### src/verilog/accel_pkg.sv
package accel_pkg;

  // ==========================================================
  // clocking and timing
  localparam int unsigned CORE_CLK_HZ = 100_000_000;
  localparam int unsigned CTRL_CLK_HZ = 10_000_000;
  localparam int unsigned TICK_DIV = CORE_CLK_HZ / CTRL_CLK_HZ;
  localparam logic [3:0] TICK_LAST = 4'(TICK_DIV - 1);
  localparam int unsigned REPORT_PERIOD_MS = 1000;
  localparam int unsigned REPORT_CYCLES = (CORE_CLK_HZ / 1000) * REPORT_PERIOD_MS;

  // ==========================================================
  // register bus
  localparam int unsigned AXI_AW = 8;
  localparam int unsigned AXI_DW = 32;
  localparam logic [7:0] REG_CONTROL = 8'h00;
  localparam logic [7:0] REG_STATUS = 8'h04;
  localparam logic [7:0] REG_INT_STATUS = 8'h08;
  localparam logic [7:0] REG_INT_MASK = 8'h0c;
  localparam logic [7:0] REG_IDENT = 8'h10;
  localparam logic [7:0] REG_AXIS_X = 8'h14;
  localparam logic [7:0] REG_AXIS_Y = 8'h18;
  localparam logic [7:0] REG_AXIS_Z = 8'h1c;
  localparam logic [7:0] REG_EVENT = 8'h20;
  localparam logic [1:0] RESP_OKAY = 2'h0;
  localparam logic [1:0] RESP_SLVERR = 2'h2;
  localparam int unsigned CTRL_START_BIT = 0;
  localparam int unsigned CTRL_STOP_BIT = 1;
  localparam int unsigned INT_W = 3;
  localparam int unsigned INT_SAMPLE_BIT = 0;
  localparam int unsigned INT_IDENT_BIT = 1;
  localparam int unsigned INT_BUTTON_BIT = 2;
  localparam logic [2:0] INT_MASK_RESET = 3'h0;

  // ==========================================================
  // sensor map and values
  localparam logic [5:0] SEN_ADDR_IDENT = 6'h00;
  localparam logic [5:0] SEN_ADDR_RATE = 6'h2c;
  localparam logic [5:0] SEN_ADDR_POWER = 6'h2d;
  localparam logic [5:0] SEN_ADDR_EVENT = 6'h30;
  localparam logic [5:0] SEN_ADDR_FORMAT = 6'h31;
  localparam logic [5:0] SEN_ADDR_AXES = 6'h32;
  localparam logic [7:0] FORMAT_VALUE = 8'h40;
  localparam logic [7:0] RATE_400HZ = 8'h0c;
  localparam logic [7:0] POWER_MEASURE = 8'h08;
  localparam logic [2:0] AXIS_BYTES = 3'h6;
  localparam int unsigned EVT_SAMPLE_READY = 7;
  localparam int unsigned EVT_SINGLE_KNOCK = 6;
  localparam int unsigned EVT_DOUBLE_KNOCK = 5;
  localparam int unsigned EVT_ACTIVITY = 4;
  localparam int unsigned EVT_INACTIVITY = 3;
  localparam int unsigned EVT_FREE_FALL = 2;
  localparam int unsigned EVT_WATERMARK = 1;
  localparam int unsigned EVT_OVERRUN = 0;
  localparam int unsigned RD_W = 48;

  typedef enum logic [2:0] {
    ST_IDLE, ST_FORMAT, ST_RATE, ST_POWER, ST_IDENT, ST_WAIT, ST_EVENT, ST_AXES
  } ctrl_state_t;

endpackage

### src/verilog/three_wire_shifter.sv
`timescale 1ns/1ps
module three_wire_shifter
  import accel_pkg::*;
(
  // clock and reset
  input wire logic clk,
  input wire logic rst,
  input wire logic tick,
  // request
  input wire logic start,
  input wire logic read,
  input wire logic [2:0] nbytes,
  input wire logic [7:0] cmd,
  input wire logic [7:0] wdata,
  output logic busy,
  output logic done,
  output logic [RD_W-1:0] rdata,
  // link pins
  output logic sclk,
  output logic cs_n,
  output logic sdio_o,
  output logic sdio_oe,
  input wire logic sdio_i
);
  logic active;
  logic read_mode;
  logic [5:0] bit_cnt;
  logic [5:0] bit_total;
  logic [15:0] out_sh;
  logic rx_phase;

  assign busy = active;
  assign rx_phase = read_mode && (bit_cnt >= 6'h08);

  // ==========================================================
  // frame sequencing
  always_ff @(posedge clk or posedge rst)
  begin
    if (rst)
    begin
      active <= 1'b0;
      read_mode <= 1'b0;
      bit_cnt <= 6'h00;
      bit_total <= 6'h00;
      out_sh <= 16'h0000;
      cs_n <= 1'b1;
      sclk <= 1'b1;
      sdio_o <= 1'b0;
      sdio_oe <= 1'b0;
      done <= 1'b0;
    end
    else
    begin
      done <= 1'b0;
      if (!active)
      begin
        if (start)
        begin
          active <= 1'b1;
          read_mode <= read;
          bit_cnt <= 6'h00;
          bit_total <= read ? 6'({nbytes, 3'b000} + 6'h08) : 6'h10;
          out_sh <= {cmd, wdata};
          cs_n <= 1'b0;
        end
      end
      else if (tick)
      begin
        if (sclk)
        begin
          if (bit_cnt == bit_total)
          begin
            active <= 1'b0;
            cs_n <= 1'b1;
            sdio_oe <= 1'b0;
            done <= 1'b1;
          end
          else
          begin
            sclk <= 1'b0;
            sdio_o <= out_sh[15];
            out_sh <= {out_sh[14:0], 1'b0};
            sdio_oe <= !rx_phase;
          end
        end
        else
        begin
          sclk <= 1'b1;
          bit_cnt <= 6'(bit_cnt + 6'h01);
        end
      end
    end
  end

  // ==========================================================
  // receive shift on rising edges
  always_ff @(posedge clk or posedge rst)
  begin
    if (rst)
      rdata <= '0;
    else if (!active && start)
      rdata <= '0;
    else if (active && tick && !sclk && rx_phase)
      rdata <= {rdata[RD_W-2:0], sdio_i};
  end

endmodule

### src/verilog/accel_three_wire_spi_reader.sv
// Register access over AXI4-Lite and the register addresses were chosen for this implementation.
`timescale 1ns/1ps
module accel_three_wire_spi_reader
#(
  parameter int unsigned REPORT_PERIOD_CYCLES = accel_pkg::REPORT_CYCLES
)
(
  // clock and reset
  input wire logic CORE_CLK,
  input wire logic RST,
  // axi4-lite write address
  input wire logic AWVALID,
  output logic AWREADY,
  input wire logic [accel_pkg::AXI_AW-1:0] AWADDR,
  input wire logic [2:0] AWPROT,
  // axi4-lite write data
  input wire logic WVALID,
  output logic WREADY,
  input wire logic [accel_pkg::AXI_DW-1:0] WDATA,
  input wire logic [3:0] WSTRB,
  // axi4-lite write response
  output logic BVALID,
  input wire logic BREADY,
  output logic [1:0] BRESP,
  // axi4-lite read address
  input wire logic ARVALID,
  output logic ARREADY,
  input wire logic [accel_pkg::AXI_AW-1:0] ARADDR,
  input wire logic [2:0] ARPROT,
  // axi4-lite read data
  output logic RVALID,
  input wire logic RREADY,
  output logic [accel_pkg::AXI_DW-1:0] RDATA,
  output logic [1:0] RRESP,
  // interrupt
  output logic IRQ,
  // pushbuttons, low when pressed
  input wire logic PUSHBUTTON_ZERO_N,
  input wire logic PUSHBUTTON_ONE_N,
  // sensor link
  output logic SCLK,
  output logic CS_N,
  output logic SDIO_O,
  output logic SDIO_OE,
  input wire logic SDIO_I
);
  import accel_pkg::*;

  ctrl_state_t state;
  logic [3:0] tick_cnt;
  logic tick;
  logic aw_held;
  logic w_held;
  logic [AXI_AW-1:0] aw_addr;
  logic [AXI_DW-1:0] w_data;
  logic [3:0] w_strb;
  logic wr_fire;
  logic rd_fire;
  logic ctrl_start;
  logic ctrl_stop;
  logic [INT_W-1:0] int_status;
  logic [INT_W-1:0] int_mask;
  logic [INT_W-1:0] int_set;
  logic [INT_W-1:0] int_clr;
  logic [AXI_DW-1:0] rd_word;
  logic [7:0] ident;
  logic [7:0] event_byte;
  logic [15:0] axis_x;
  logic [15:0] axis_y;
  logic [15:0] axis_z;
  logic ident_valid;
  logic btn0_prev;
  logic btn1_prev;
  logic button_press;
  logic stop_req;
  logic [31:0] period_cnt;
  logic period_due;
  logic launched;
  logic is_cmd;
  logic eng_start;
  logic eng_read;
  logic [2:0] eng_nbytes;
  logic [7:0] eng_cmd;
  logic [7:0] eng_wdata;
  logic eng_busy;
  logic eng_done;
  logic [RD_W-1:0] eng_rdata;
  logic step_done;

  function automatic logic addr_known(input logic [AXI_AW-1:0] a);
    addr_known = (a == REG_CONTROL) || (a == REG_STATUS) || (a == REG_INT_STATUS) ||
                 (a == REG_INT_MASK) || (a == REG_IDENT) || (a == REG_AXIS_X) ||
                 (a == REG_AXIS_Y) || (a == REG_AXIS_Z) || (a == REG_EVENT);
  endfunction

  function automatic logic [7:0] build_cmd(input logic rd, input logic multi, input logic [5:0] a);
    build_cmd = {rd, multi, a};
  endfunction

  // ==========================================================
  // 10 mhz enable
  always_ff @(posedge CORE_CLK or posedge RST)
  begin
    if (RST)
      tick_cnt <= 4'h0;
    else if (tick_cnt == TICK_LAST)
      tick_cnt <= 4'h0;
    else
      tick_cnt <= 4'(tick_cnt + 4'h1);
  end

  assign tick = (tick_cnt == TICK_LAST);

  // ==========================================================
  // axi4-lite write path
  assign AWREADY = !aw_held && !BVALID;
  assign WREADY = !w_held && !BVALID;
  assign wr_fire = aw_held && w_held && !BVALID;

  always_ff @(posedge CORE_CLK or posedge RST)
  begin
    if (RST)
    begin
      aw_held <= 1'b0;
      w_held <= 1'b0;
      aw_addr <= '0;
      w_data <= '0;
      w_strb <= 4'h0;
      BVALID <= 1'b0;
      BRESP <= RESP_OKAY;
    end
    else
    begin
      if (AWVALID && AWREADY)
      begin
        aw_held <= 1'b1;
        aw_addr <= AWADDR;
      end
      if (WVALID && WREADY)
      begin
        w_held <= 1'b1;
        w_data <= WDATA;
        w_strb <= WSTRB;
      end
      if (wr_fire)
      begin
        aw_held <= 1'b0;
        w_held <= 1'b0;
        BVALID <= 1'b1;
        BRESP <= addr_known(aw_addr) ? RESP_OKAY : RESP_SLVERR;
      end
      else if (BVALID && BREADY)
        BVALID <= 1'b0;
    end
  end

  assign ctrl_start = wr_fire && (aw_addr == REG_CONTROL) && w_strb[0] && w_data[CTRL_START_BIT];
  assign ctrl_stop = wr_fire && (aw_addr == REG_CONTROL) && w_strb[0] && w_data[CTRL_STOP_BIT];

  always_ff @(posedge CORE_CLK or posedge RST)
  begin
    if (RST)
      int_mask <= INT_MASK_RESET;
    else if (wr_fire && (aw_addr == REG_INT_MASK) && w_strb[0])
      int_mask <= w_data[INT_W-1:0];
  end

  // ==========================================================
  // axi4-lite read path
  assign ARREADY = !RVALID;
  assign rd_fire = ARVALID && ARREADY;

  always_comb
  begin
    rd_word = '0;
    if (ARADDR == REG_STATUS)
      rd_word = {29'h0, ident_valid, eng_busy, state != ST_IDLE};
    else if (ARADDR == REG_INT_STATUS)
      rd_word = {29'h0, int_status};
    else if (ARADDR == REG_INT_MASK)
      rd_word = {29'h0, int_mask};
    else if (ARADDR == REG_IDENT)
      rd_word = {24'h0, ident};
    else if (ARADDR == REG_AXIS_X)
      rd_word = {{16{axis_x[15]}}, axis_x};
    else if (ARADDR == REG_AXIS_Y)
      rd_word = {{16{axis_y[15]}}, axis_y};
    else if (ARADDR == REG_AXIS_Z)
      rd_word = {{16{axis_z[15]}}, axis_z};
    else if (ARADDR == REG_EVENT)
      rd_word = {24'h0, event_byte};
  end

  always_ff @(posedge CORE_CLK or posedge RST)
  begin
    if (RST)
    begin
      RVALID <= 1'b0;
      RDATA <= '0;
      RRESP <= RESP_OKAY;
    end
    else if (rd_fire)
    begin
      RVALID <= 1'b1;
      RDATA <= rd_word;
      RRESP <= addr_known(ARADDR) ? RESP_OKAY : RESP_SLVERR;
    end
    else if (RVALID && RREADY)
      RVALID <= 1'b0;
  end

  // ==========================================================
  // interrupt status, read clears, set wins
  assign int_clr = (rd_fire && (ARADDR == REG_INT_STATUS)) ? int_status : '0;

  always_ff @(posedge CORE_CLK or posedge RST)
  begin
    if (RST)
    begin
      int_status <= '0;
      IRQ <= 1'b0;
    end
    else
    begin
      int_status <= (int_status & ~int_clr) | int_set;
      IRQ <= |(((int_status & ~int_clr) | int_set) & int_mask);
    end
  end

  // ==========================================================
  // pushbuttons
  always_ff @(posedge CORE_CLK or posedge RST)
  begin
    if (RST)
    begin
      btn0_prev <= 1'b1;
      btn1_prev <= 1'b1;
    end
    else
    begin
      btn0_prev <= PUSHBUTTON_ZERO_N;
      btn1_prev <= PUSHBUTTON_ONE_N;
    end
  end

  assign button_press = (btn0_prev && !PUSHBUTTON_ZERO_N) || (btn1_prev && !PUSHBUTTON_ONE_N);
  assign stop_req = ((state != ST_IDLE) && button_press) || ctrl_stop;

  // ==========================================================
  // report period
  always_ff @(posedge CORE_CLK or posedge RST)
  begin
    if (RST)
    begin
      period_cnt <= 32'h0;
      period_due <= 1'b0;
    end
    else if (state == ST_IDLE)
    begin
      period_cnt <= 32'h0;
      period_due <= 1'b0;
    end
    else if (period_cnt == 32'(REPORT_PERIOD_CYCLES - 1))
    begin
      period_cnt <= 32'h0;
      period_due <= 1'b1;
    end
    else
    begin
      period_cnt <= 32'(period_cnt + 32'h1);
      if (state == ST_WAIT)
        period_due <= 1'b0;
    end
  end

  // ==========================================================
  // sensor command per step
  always_comb
  begin
    is_cmd = 1'b1;
    eng_read = 1'b0;
    eng_nbytes = 3'h1;
    eng_cmd = 8'h00;
    eng_wdata = 8'h00;
    case (state)
      ST_FORMAT:
      begin
        eng_cmd = build_cmd(1'b0, 1'b0, SEN_ADDR_FORMAT);
        eng_wdata = FORMAT_VALUE;
      end
      ST_RATE:
      begin
        eng_cmd = build_cmd(1'b0, 1'b0, SEN_ADDR_RATE);
        eng_wdata = RATE_400HZ;
      end
      ST_POWER:
      begin
        eng_cmd = build_cmd(1'b0, 1'b0, SEN_ADDR_POWER);
        eng_wdata = POWER_MEASURE;
      end
      ST_IDENT:
      begin
        eng_read = 1'b1;
        eng_cmd = build_cmd(1'b1, 1'b0, SEN_ADDR_IDENT);
      end
      ST_EVENT:
      begin
        eng_read = 1'b1;
        eng_cmd = build_cmd(1'b1, 1'b0, SEN_ADDR_EVENT);
      end
      ST_AXES:
      begin
        eng_read = 1'b1;
        eng_nbytes = AXIS_BYTES;
        eng_cmd = build_cmd(1'b1, 1'b1, SEN_ADDR_AXES);
      end
      default:
        is_cmd = 1'b0;
    endcase
  end

  assign eng_start = is_cmd && !launched && !eng_busy && !stop_req;
  assign step_done = launched && eng_done;

  always_ff @(posedge CORE_CLK or posedge RST)
  begin
    if (RST)
      launched <= 1'b0;
    else if (stop_req || eng_done)
      launched <= 1'b0;
    else if (eng_start)
      launched <= 1'b1;
  end

  // ==========================================================
  // monitoring sequence
  always_ff @(posedge CORE_CLK or posedge RST)
  begin
    if (RST)
      state <= ST_IDLE;
    else if (stop_req)
      state <= ST_IDLE;
    else
    begin
      case (state)
        ST_IDLE:
          if (ctrl_start)
            state <= ST_FORMAT;
        ST_FORMAT:
          if (step_done)
            state <= ST_RATE;
        ST_RATE:
          if (step_done)
            state <= ST_POWER;
        ST_POWER:
          if (step_done)
            state <= ST_IDENT;
        ST_IDENT:
          if (step_done)
            state <= ST_WAIT;
        ST_WAIT:
          if (period_due)
            state <= ST_EVENT;
        ST_EVENT:
          if (step_done && eng_rdata[EVT_SAMPLE_READY])
            state <= ST_AXES;
        ST_AXES:
          if (step_done)
            state <= ST_WAIT;
        default:
          state <= ST_IDLE;
      endcase
    end
  end

  // ==========================================================
  // captured sensor data
  always_ff @(posedge CORE_CLK or posedge RST)
  begin
    if (RST)
    begin
      ident <= 8'h00;
      ident_valid <= 1'b0;
      event_byte <= 8'h00;
      axis_x <= 16'h0000;
      axis_y <= 16'h0000;
      axis_z <= 16'h0000;
    end
    else if (step_done)
    begin
      if (state == ST_IDENT)
      begin
        ident <= eng_rdata[7:0];
        ident_valid <= 1'b1;
      end
      if (state == ST_EVENT)
        event_byte <= eng_rdata[7:0];
      if (state == ST_AXES)
      begin
        axis_x <= {eng_rdata[39:32], eng_rdata[47:40]};
        axis_y <= {eng_rdata[23:16], eng_rdata[31:24]};
        axis_z <= {eng_rdata[7:0], eng_rdata[15:8]};
      end
    end
  end

  always_comb
  begin
    int_set = '0;
    int_set[INT_SAMPLE_BIT] = step_done && (state == ST_AXES);
    int_set[INT_IDENT_BIT] = step_done && (state == ST_IDENT);
    int_set[INT_BUTTON_BIT] = (state != ST_IDLE) && button_press;
  end

  // ==========================================================
  // serial engine
  three_wire_shifter u_shifter
  (
    .clk(CORE_CLK),
    .rst(RST),
    .tick(tick),
    .start(eng_start),
    .read(eng_read),
    .nbytes(eng_nbytes),
    .cmd(eng_cmd),
    .wdata(eng_wdata),
    .busy(eng_busy),
    .done(eng_done),
    .rdata(eng_rdata),
    .sclk(SCLK),
    .cs_n(CS_N),
    .sdio_o(SDIO_O),
    .sdio_oe(SDIO_OE),
    .sdio_i(SDIO_I)
  );

endmodule

### config.mk
export PLATFORM = sky130hd
export DESIGN_NAME = accel_three_wire_spi_reader
export DESIGN_NICKNAME = d
export VERILOG_FILES = /design/src/verilog/accel_pkg.sv /design/src/verilog/three_wire_shifter.sv /design/src/verilog/accel_three_wire_spi_reader.sv
export SDC_FILE = /design/constraint.sdc
export NUM_CORES = 1
export LEC_CHECK = 0
export ABC_AREA = 1
export BUFFER_PORTS_ARGS = -buffer_cell sky130_fd_sc_hd__buf_4
export CAP_MARGIN = 25
export CORE_ASPECT_RATIO = 1.1
export CORE_UTILIZATION = 55
export DETAILED_ROUTE_END_ITERATION = 6
export GPL_TIMING_DRIVEN = 0
export PLACE_DENSITY = 0.75
export SETUP_SLACK_MARGIN = 0.1
export SKIP_CTS_REPAIR_TIMING = 1
export SLEW_MARGIN = 20
export SYNTH_ARGS = -nofsm -noshare
export SYNTH_HDL_FRONTEND = slang
export SYNTH_SLANG_ARGS = --single-unit
### constraint.sdc
create_clock -name CORE_CLK -period 16.54 [get_ports CORE_CLK]
set_input_delay 3.308 -clock CORE_CLK [delete_from_list [all_inputs] [get_ports CORE_CLK]]
set_output_delay 3.308 -clock CORE_CLK [all_outputs]
set_load 0.02 [all_outputs]
==> metrics, run 1 <==
status=complete, no violations; I/O Pins=114; initial antenna violation count=0; Post-synth ARST share=100%; CTS tree=yes; share of cells above drive strength 1=15.0%; RSZ-0062 raised after global routing=no; synth top area cells=dfrtp_1, nand2_1, inv_1; Sw Ratio=26.6%; Worst-path clk slew=0.06 ns; CTS buffer count=24; vias in the first global route=8579; overall power=1.33 mW; chip height=149 µm; yosys warns=0; critical path class=reg -> out; Clk pwr share=41.3%; proportion of netlist area held by the largest area contributor=51.1%; Reg2Reg Depth=8; top-count cell post-synth=nand2_1; Distinct cells, synth=45; required time of the critical path=13.23 ns; worst-path fanout max=18; Hold Crit Depth=1; setup TNS=0 ns; num rows=53; 1st-iter DRT viols=623; max-slew violation count=0; Non-Filler Instances=1698; worst-margin pin slew=0.708 ns; sequential fraction of the synthesis area=52.1%; Comb power frac=12.7%; DRT Pass-1 Iters=5; drt drc=0; # diodes=0; Synth Cell Area=10900 µm²; endpoints failing hold=0; first-pass GRT wire length=42.6 mm; area occupied by registers=5660 µm²; remaining antenna violation count after routing=0; Yosys top cell by area=dfrtp_1; Primary FF master, synth=dfrtp_1; nets=1504; Worst-Skew Late Latency=0.52 ns; Final setup viols=0; Max Clk Rate=209 MHz; placed cell count=1654; max_slew headroom=52.8%; Tmin final=4.78 ns; endpoint class of the critical path=output port; Layout fillers=1635; final core utilization=65.5%; skew final=0.0153 ns; Mean Syn Cell Area=8.16 µm²; CTS max path bufs=3; EDFF count, synth=0; Detailed Place HPWL=19.1 mm; Total Routing Usage GR=26.8%; vias=8941; largest net degree at the start of global routing=104; footprint of the multi-input gates=4130 µm²; per-cell routed wire length=15.2 µm; Final Cycle Share=28.9%; power density over the cells=106 nW/µm²; Hold Crit Class=reg -> reg; Syn-to-layout area delta=16.1%; Port Buffer Count=73; critical path arrival=1.47 ns; DR vias/cell=5.27; Sw Pwr=0.355 mW; peak supply drop=73.3 µV; Max Cap Viol=0; Yosys reg bits=226; gr ovfl total=0; top post-synthesis cells by count=nand2_1, dfrtp_1, inv_1; CTS sink count=226; CORE AREA=19200 µm²; die area=20300 µm²; Total Wirelength=25.8 mm; root cell of the clock tree=clkbuf_16; H-Tree Depth=1; sequential power share=46.0%; CP Launch Type=flop; gpl congestion=0.939; cell-internal power=0.978 mW; Mapped Cells=1331; Leak=6.38 nW; die width=136 µm; Initial Utilization=56.5%
-- power by group through the flow --
stage | Clock (mW) | Sequential, mW | Combinational, mW
2_1_floorplan | 0 | 0.621 | 0.112
3_3_place_gp | 0 | 0.621 | 0.166
3_5_place_dp | 0 | 0.622 | 0.171
4_1_cts | 0.559 | 0.613 | 0.171
5_1_grt | 0.583 | 0.616 | 0.189
6_report | 0.550 | 0.613 | 0.170
-- per-layer routing --
metal  vias to the layer above  global-route usage [%]  share of wire, %
li1                       4393                       -                 -
met1                      4195                    36.0                43
met2                       284                    43.7                48
met3                        69                    3.50               4.9
met4                         0                    11.3               3.9
met5                         -                       0                 0
-- worst paths after layout --
kind / to / slack (ns) / startpoint
max: RDATA[22] / 11.76 / RDATA[30]
max reg2reg: period_cnt[13] / 14.51 / period_cnt[0]
min in group asynchronous: period_cnt[16] / 2.76 / RST
min reg2reg: launched / 0.44 / u_shifter.done
min: launched / 0.44 / u_shifter.done
max in group asynchronous: RDATA[14] / 12.98 / RST
-- stage by stage --
step / setup slack [ns] / area, µm² / hold slack [ns]
after floorplan: 7.05 / 10900 / 0.413
after global placement: 4.64 / 11700 / 0.428
after detailed placement: 11.68 / 11800 / 0.425
after CTS: 11.73 / 12600 / 0.442
after global routing: 11.68 / 12600 / 0.458
final: 11.76 / 12600 / 0.444
-- logic make-up (layout without fill, tap and decap cells) --
family / Yosys count / after routing / share of synthesized area [%]
and+or+nand+nor: 636 / 636 / 24.8
buffers and inverters: 237 / 356 / 9.90
DFF: 226 / 226 / 52.1
AOI/OAI and AO/OA: 187 / 187 / 9.03
xor gates and xnor gates: 22 / 22 / 1.77
muxes: 19 / 19 / 1.97
adders and majority gates: 3 / 3 / 0.346
other: 1 / 2 / 0.0345
-- worst max-delay path: stages (launching register included) --
cell and delay (ns):
dfrtp_1 0.64, buf_4 0.19, buf_4 0.13
-- layout make-up --
type / instances / share of cell area, %
timing repair buffer: 75 / 4.78
buffer: 60 / 3.26
tap: 247 / 2.45
clock buffer: 35 / 5.74
inverter: 177 / 5.33
multi-input combinational: 869 / 32.8
clock inverter: 9 / 0.774
sequential: 226 / 44.9
-- placed cells by master, fill, tap and decap left out, types with 25 or more instances in the layout --
master	count
dfrtp_1	222
o21ai_1	29
o21ai_0	105
a21oi_1	35
inv_1	168
nor2_1	105
clkbuf_16	25
buf_4	94
nor3_1	30
nand3_1	65
nand2_1	387
-- flip-flops by register name (all words and copies together) (netlist names), 3 cells and up --
signal / count
aw_addr: 8
RDATA: 16
tick_cnt: 4
state: 3
event_byte: 8
axis_y: 16
int_mask: 3
axis_x: 16
u_shifter.out_sh: 14
u_shifter.bit_cnt: 6
ident: 8
u_shifter.rdata: 48
axis_z: 16
int_status: 3
period_cnt: 32
w_data: 3
Note: power is estimated with default switching activity, not from simulation.
==> inputs of run 2 (changes only) <==
--- a/config.mk
+++ b/config.mk
@@ -5,14 +5,14 @@
 export SDC_FILE = /design/constraint.sdc
 export NUM_CORES = 1
 export LEC_CHECK = 0
-export ABC_AREA = 1
+export ABC_AREA = 0
 export BUFFER_PORTS_ARGS = -buffer_cell sky130_fd_sc_hd__buf_4
 export CAP_MARGIN = 25
 export CORE_ASPECT_RATIO = 1.1
-export CORE_UTILIZATION = 55
+export CORE_UTILIZATION = 53
 export DETAILED_ROUTE_END_ITERATION = 6
 export GPL_TIMING_DRIVEN = 0
-export PLACE_DENSITY = 0.75
+export PLACE_DENSITY = 0.76
 export SETUP_SLACK_MARGIN = 0.1
 export SKIP_CTS_REPAIR_TIMING = 1
 export SLEW_MARGIN = 20
==> constraint.sdc (replaced) <==
create_clock -name CORE_CLK -period 4.1 [get_ports CORE_CLK]
set_input_delay 0.82 -clock CORE_CLK [delete_from_list [all_inputs] [get_ports CORE_CLK]]
set_output_delay 0.82 -clock CORE_CLK [all_outputs]
set_load 0.02 [all_outputs]
==> run 2 against run 1 <==
Against the previous run: via count fell by 16%; final cell count fell by 22%; register-to-register slack lost 13 ns; critical endpoint is now u_shifter.rdata[11]; highest routed layer unchanged.
==> metrics, run 2 <==
critical path class=reg -> reg; cell-internal power=3.79 mW; Max Clk Rate=364 MHz; yosys warns=0; CTS sink count=226; RSZ-0062 raised after global routing=no; Yosys reg bits=226; vias=7484; synth top area cells=dfrtp_1, mux2_2, nand2_1; Worst-Skew Late Latency=0.51 ns; endpoints failing hold=0; nets=1140; Hold Crit Class=in -> async; Initial Utilization=53.9%; proportion of netlist area held by the largest area contributor=54.1%; DRT Pass-1 Iters=5; H-Tree Depth=1; CTS max path bufs=3; Final Instance Area=12000 µm²; Mapped Cells=964; power density over the cells=425 nW/µm²; worst-path fanout max=10; remaining antenna violation count after routing=0; flop2flop setup slack=1.35 ns; Tmin final=2.75 ns; worst r2r dst=u_shifter.rdata[11]; Sw Pwr=1.31 mW; Setup WS pre-CTS=1.35 ns; most common cell after layout, fill and taps aside=dfrtp_1; worst-margin pin slew=0.858 ns; 1st-iter DRT viols=536; Syn-to-layout area delta=17.0%; Total Wirelength=22.9 mm; Final setup viols=0; critical path arrival=3.13 ns; top-count cell post-synth=dfrtp_1; most frequent cells in the layout=dfrtp_1, nand2_1, mux2_2, buf_4, a21oi_1; endpoint class of the critical path=flop; CP Launch Type=flop; largest net degree at the start of global routing=36; gr ovfl total=0; crit path launch=state[1]; chip height=148 µm; sequential power share=47.7%; CORE AREA=19000 µm²; Post-synth ARST share=100%; Yosys top cell by area=dfrtp_1; skew final=0.0165 ns; Mean Syn Cell Area=10.6 µm²; share of cells above drive strength 1=24.3%; Post-DP Area=11300 µm²; Max Cap Viol=0; Port Buffer Count=71; vias in the first global route=7493; footprint of the multi-input gates=4180 µm²; flip-flop count of the largest register after layout=48; required time of the critical path=4.48 ns; biggest regs=u_shifter.rdata x48, period_cnt x32; top post-synthesis cells by count=dfrtp_1, nand2_1, mux2_2; Final Cycle Share=67.0%; Comb power frac=12.1%; # diodes=0; Sw Ratio=25.7%; status=complete, no violations; Layout fillers=1478; num rows=53; Clk pwr share=40.2%; max_slew headroom=42.5%; Total Routing Usage GR=24.2%; Distinct cells, synth=62; max-slew violation count=0; Primary FF master, synth=dfrtp_1; CP endpoint=u_shifter.rdata[11]; die width=135 µm; Worst-path clk slew=0.06 ns; I/O Pins=114; die area=19900 µm²; Worst Slack Setup Final=1.35 ns; drt drc=0; final core utilization=63.1%; worst-path cell chain=nor3_2, a21oi_1, a211oi_4, buf_2, buf_2, a21oi_1; first-pass GRT wire length=38.2 mm; Critical Path Slowest Stage Cell=nor3_2; Detailed Place HPWL=16.4 mm; initial antenna violation count=0; Reg2Reg Launch Point=state[1]; DR vias/cell=5.63; CTS tree=yes; sequential fraction of the synthesis area=55.1%; area occupied by registers=5660 µm²; Synth Cell Area=10300 µm²; Leak=5.56 nW; Reg2Reg Depth=6; CTS buffer count=24; per-cell routed wire length=17.2 µm; peak supply drop=353 µV; slowest stage delay, CP=0.70 ns; gpl congestion=0.908; largest register by flop count=u_shifter.rdata; EDFF count, synth=0; root cell of the clock tree=clkbuf_16
-- run 2: kinds of logic (layout without fill, tap and decap cells) --
family / after synthesis / in the layout / synth area share, %
buffers and inverters: 90 / 208 / 4.22
other: 1 / 2 / 0.0365
adders and majority gates: 3 / 3 / 0.366
xor gates and xnor gates: 35 / 35 / 2.99
DFF: 226 / 226 / 55.1
muxes: 113 / 113 / 12.5
AOI/OAI and AO/OA: 157 / 157 / 9.30
and+or+nand+nor: 339 / 339 / 15.5
-- run 2: cell type report --
cell class | instances | share of cell area [%]
multi-input combinational | 649 | 34.8
inverter | 23 | 0.750
clock inverter | 5 | 0.260
clock buffer | 35 | 5.94
buffer | 67 | 2.89
sequential | 226 | 47.1
tap | 247 | 2.57
timing repair buffer | 78 | 5.67
-- run 2: worst max-delay path: cells and delay by family, from the launching register on --
kind                   cells  cell delay (ns)
and+or+nand+nor            1             0.70
buffers and inverters      2             0.60
DFF                        1             0.43
AOI/OAI and AO/OA          3             0.87
-- run 2: per-layer routing --
metal / vias to the layer above / share of wire, % / track usage [%]
li1: 3514 / - / -
met1: 3690 / 43 / 31.8
met2: 211 / 49 / 39.8
met3: 69 / 4.6 / 3.74
met4: 0 / 3.6 / 10.3
met5: - / 0 / 0
-- run 2: worst min path at each step --
stage,start,to,cells after the start
after floorplan,period_cnt[0],period_cnt[0],1
after global placement,period_cnt[0],period_cnt[0],1
after detailed placement,period_cnt[0],period_cnt[0],1
after CTS,RST,u_shifter.out_sh[12],2
after global routing,RST,u_shifter.out_sh[14],2
final,RST,u_shifter.out_sh[8],2
-- run 2: power groups by stage --
stage / Combinational (mW) / Sequential [mW] / Clock, mW
2_1_floorplan: 0.403 / 2.47 / 0
5_1_grt: 0.685 / 2.45 / 2.18
3_3_place_gp: 0.590 / 2.47 / 0
4_1_cts: 0.624 / 2.44 / 2.08
3_5_place_dp: 0.621 / 2.47 / 0
6_report: 0.617 / 2.43 / 2.05
-- run 2: through the flow --
stage | total power [mW] | cells | hold slack [ns] | setup TNS [ns]
3_3_place_gp | 3.06 | 1283 | 0.437 | -210.37
2_1_floorplan | 2.87 | 965 | 0.424 | 0
3_5_place_dp | 3.10 | 1290 | 0.449 | 0
6_report | 5.10 | 1330 | 0.382 | 0
4_1_cts | 5.14 | 1330 | 0.386 | 0
5_1_grt | 5.31 | 1330 | 0.414 | 0
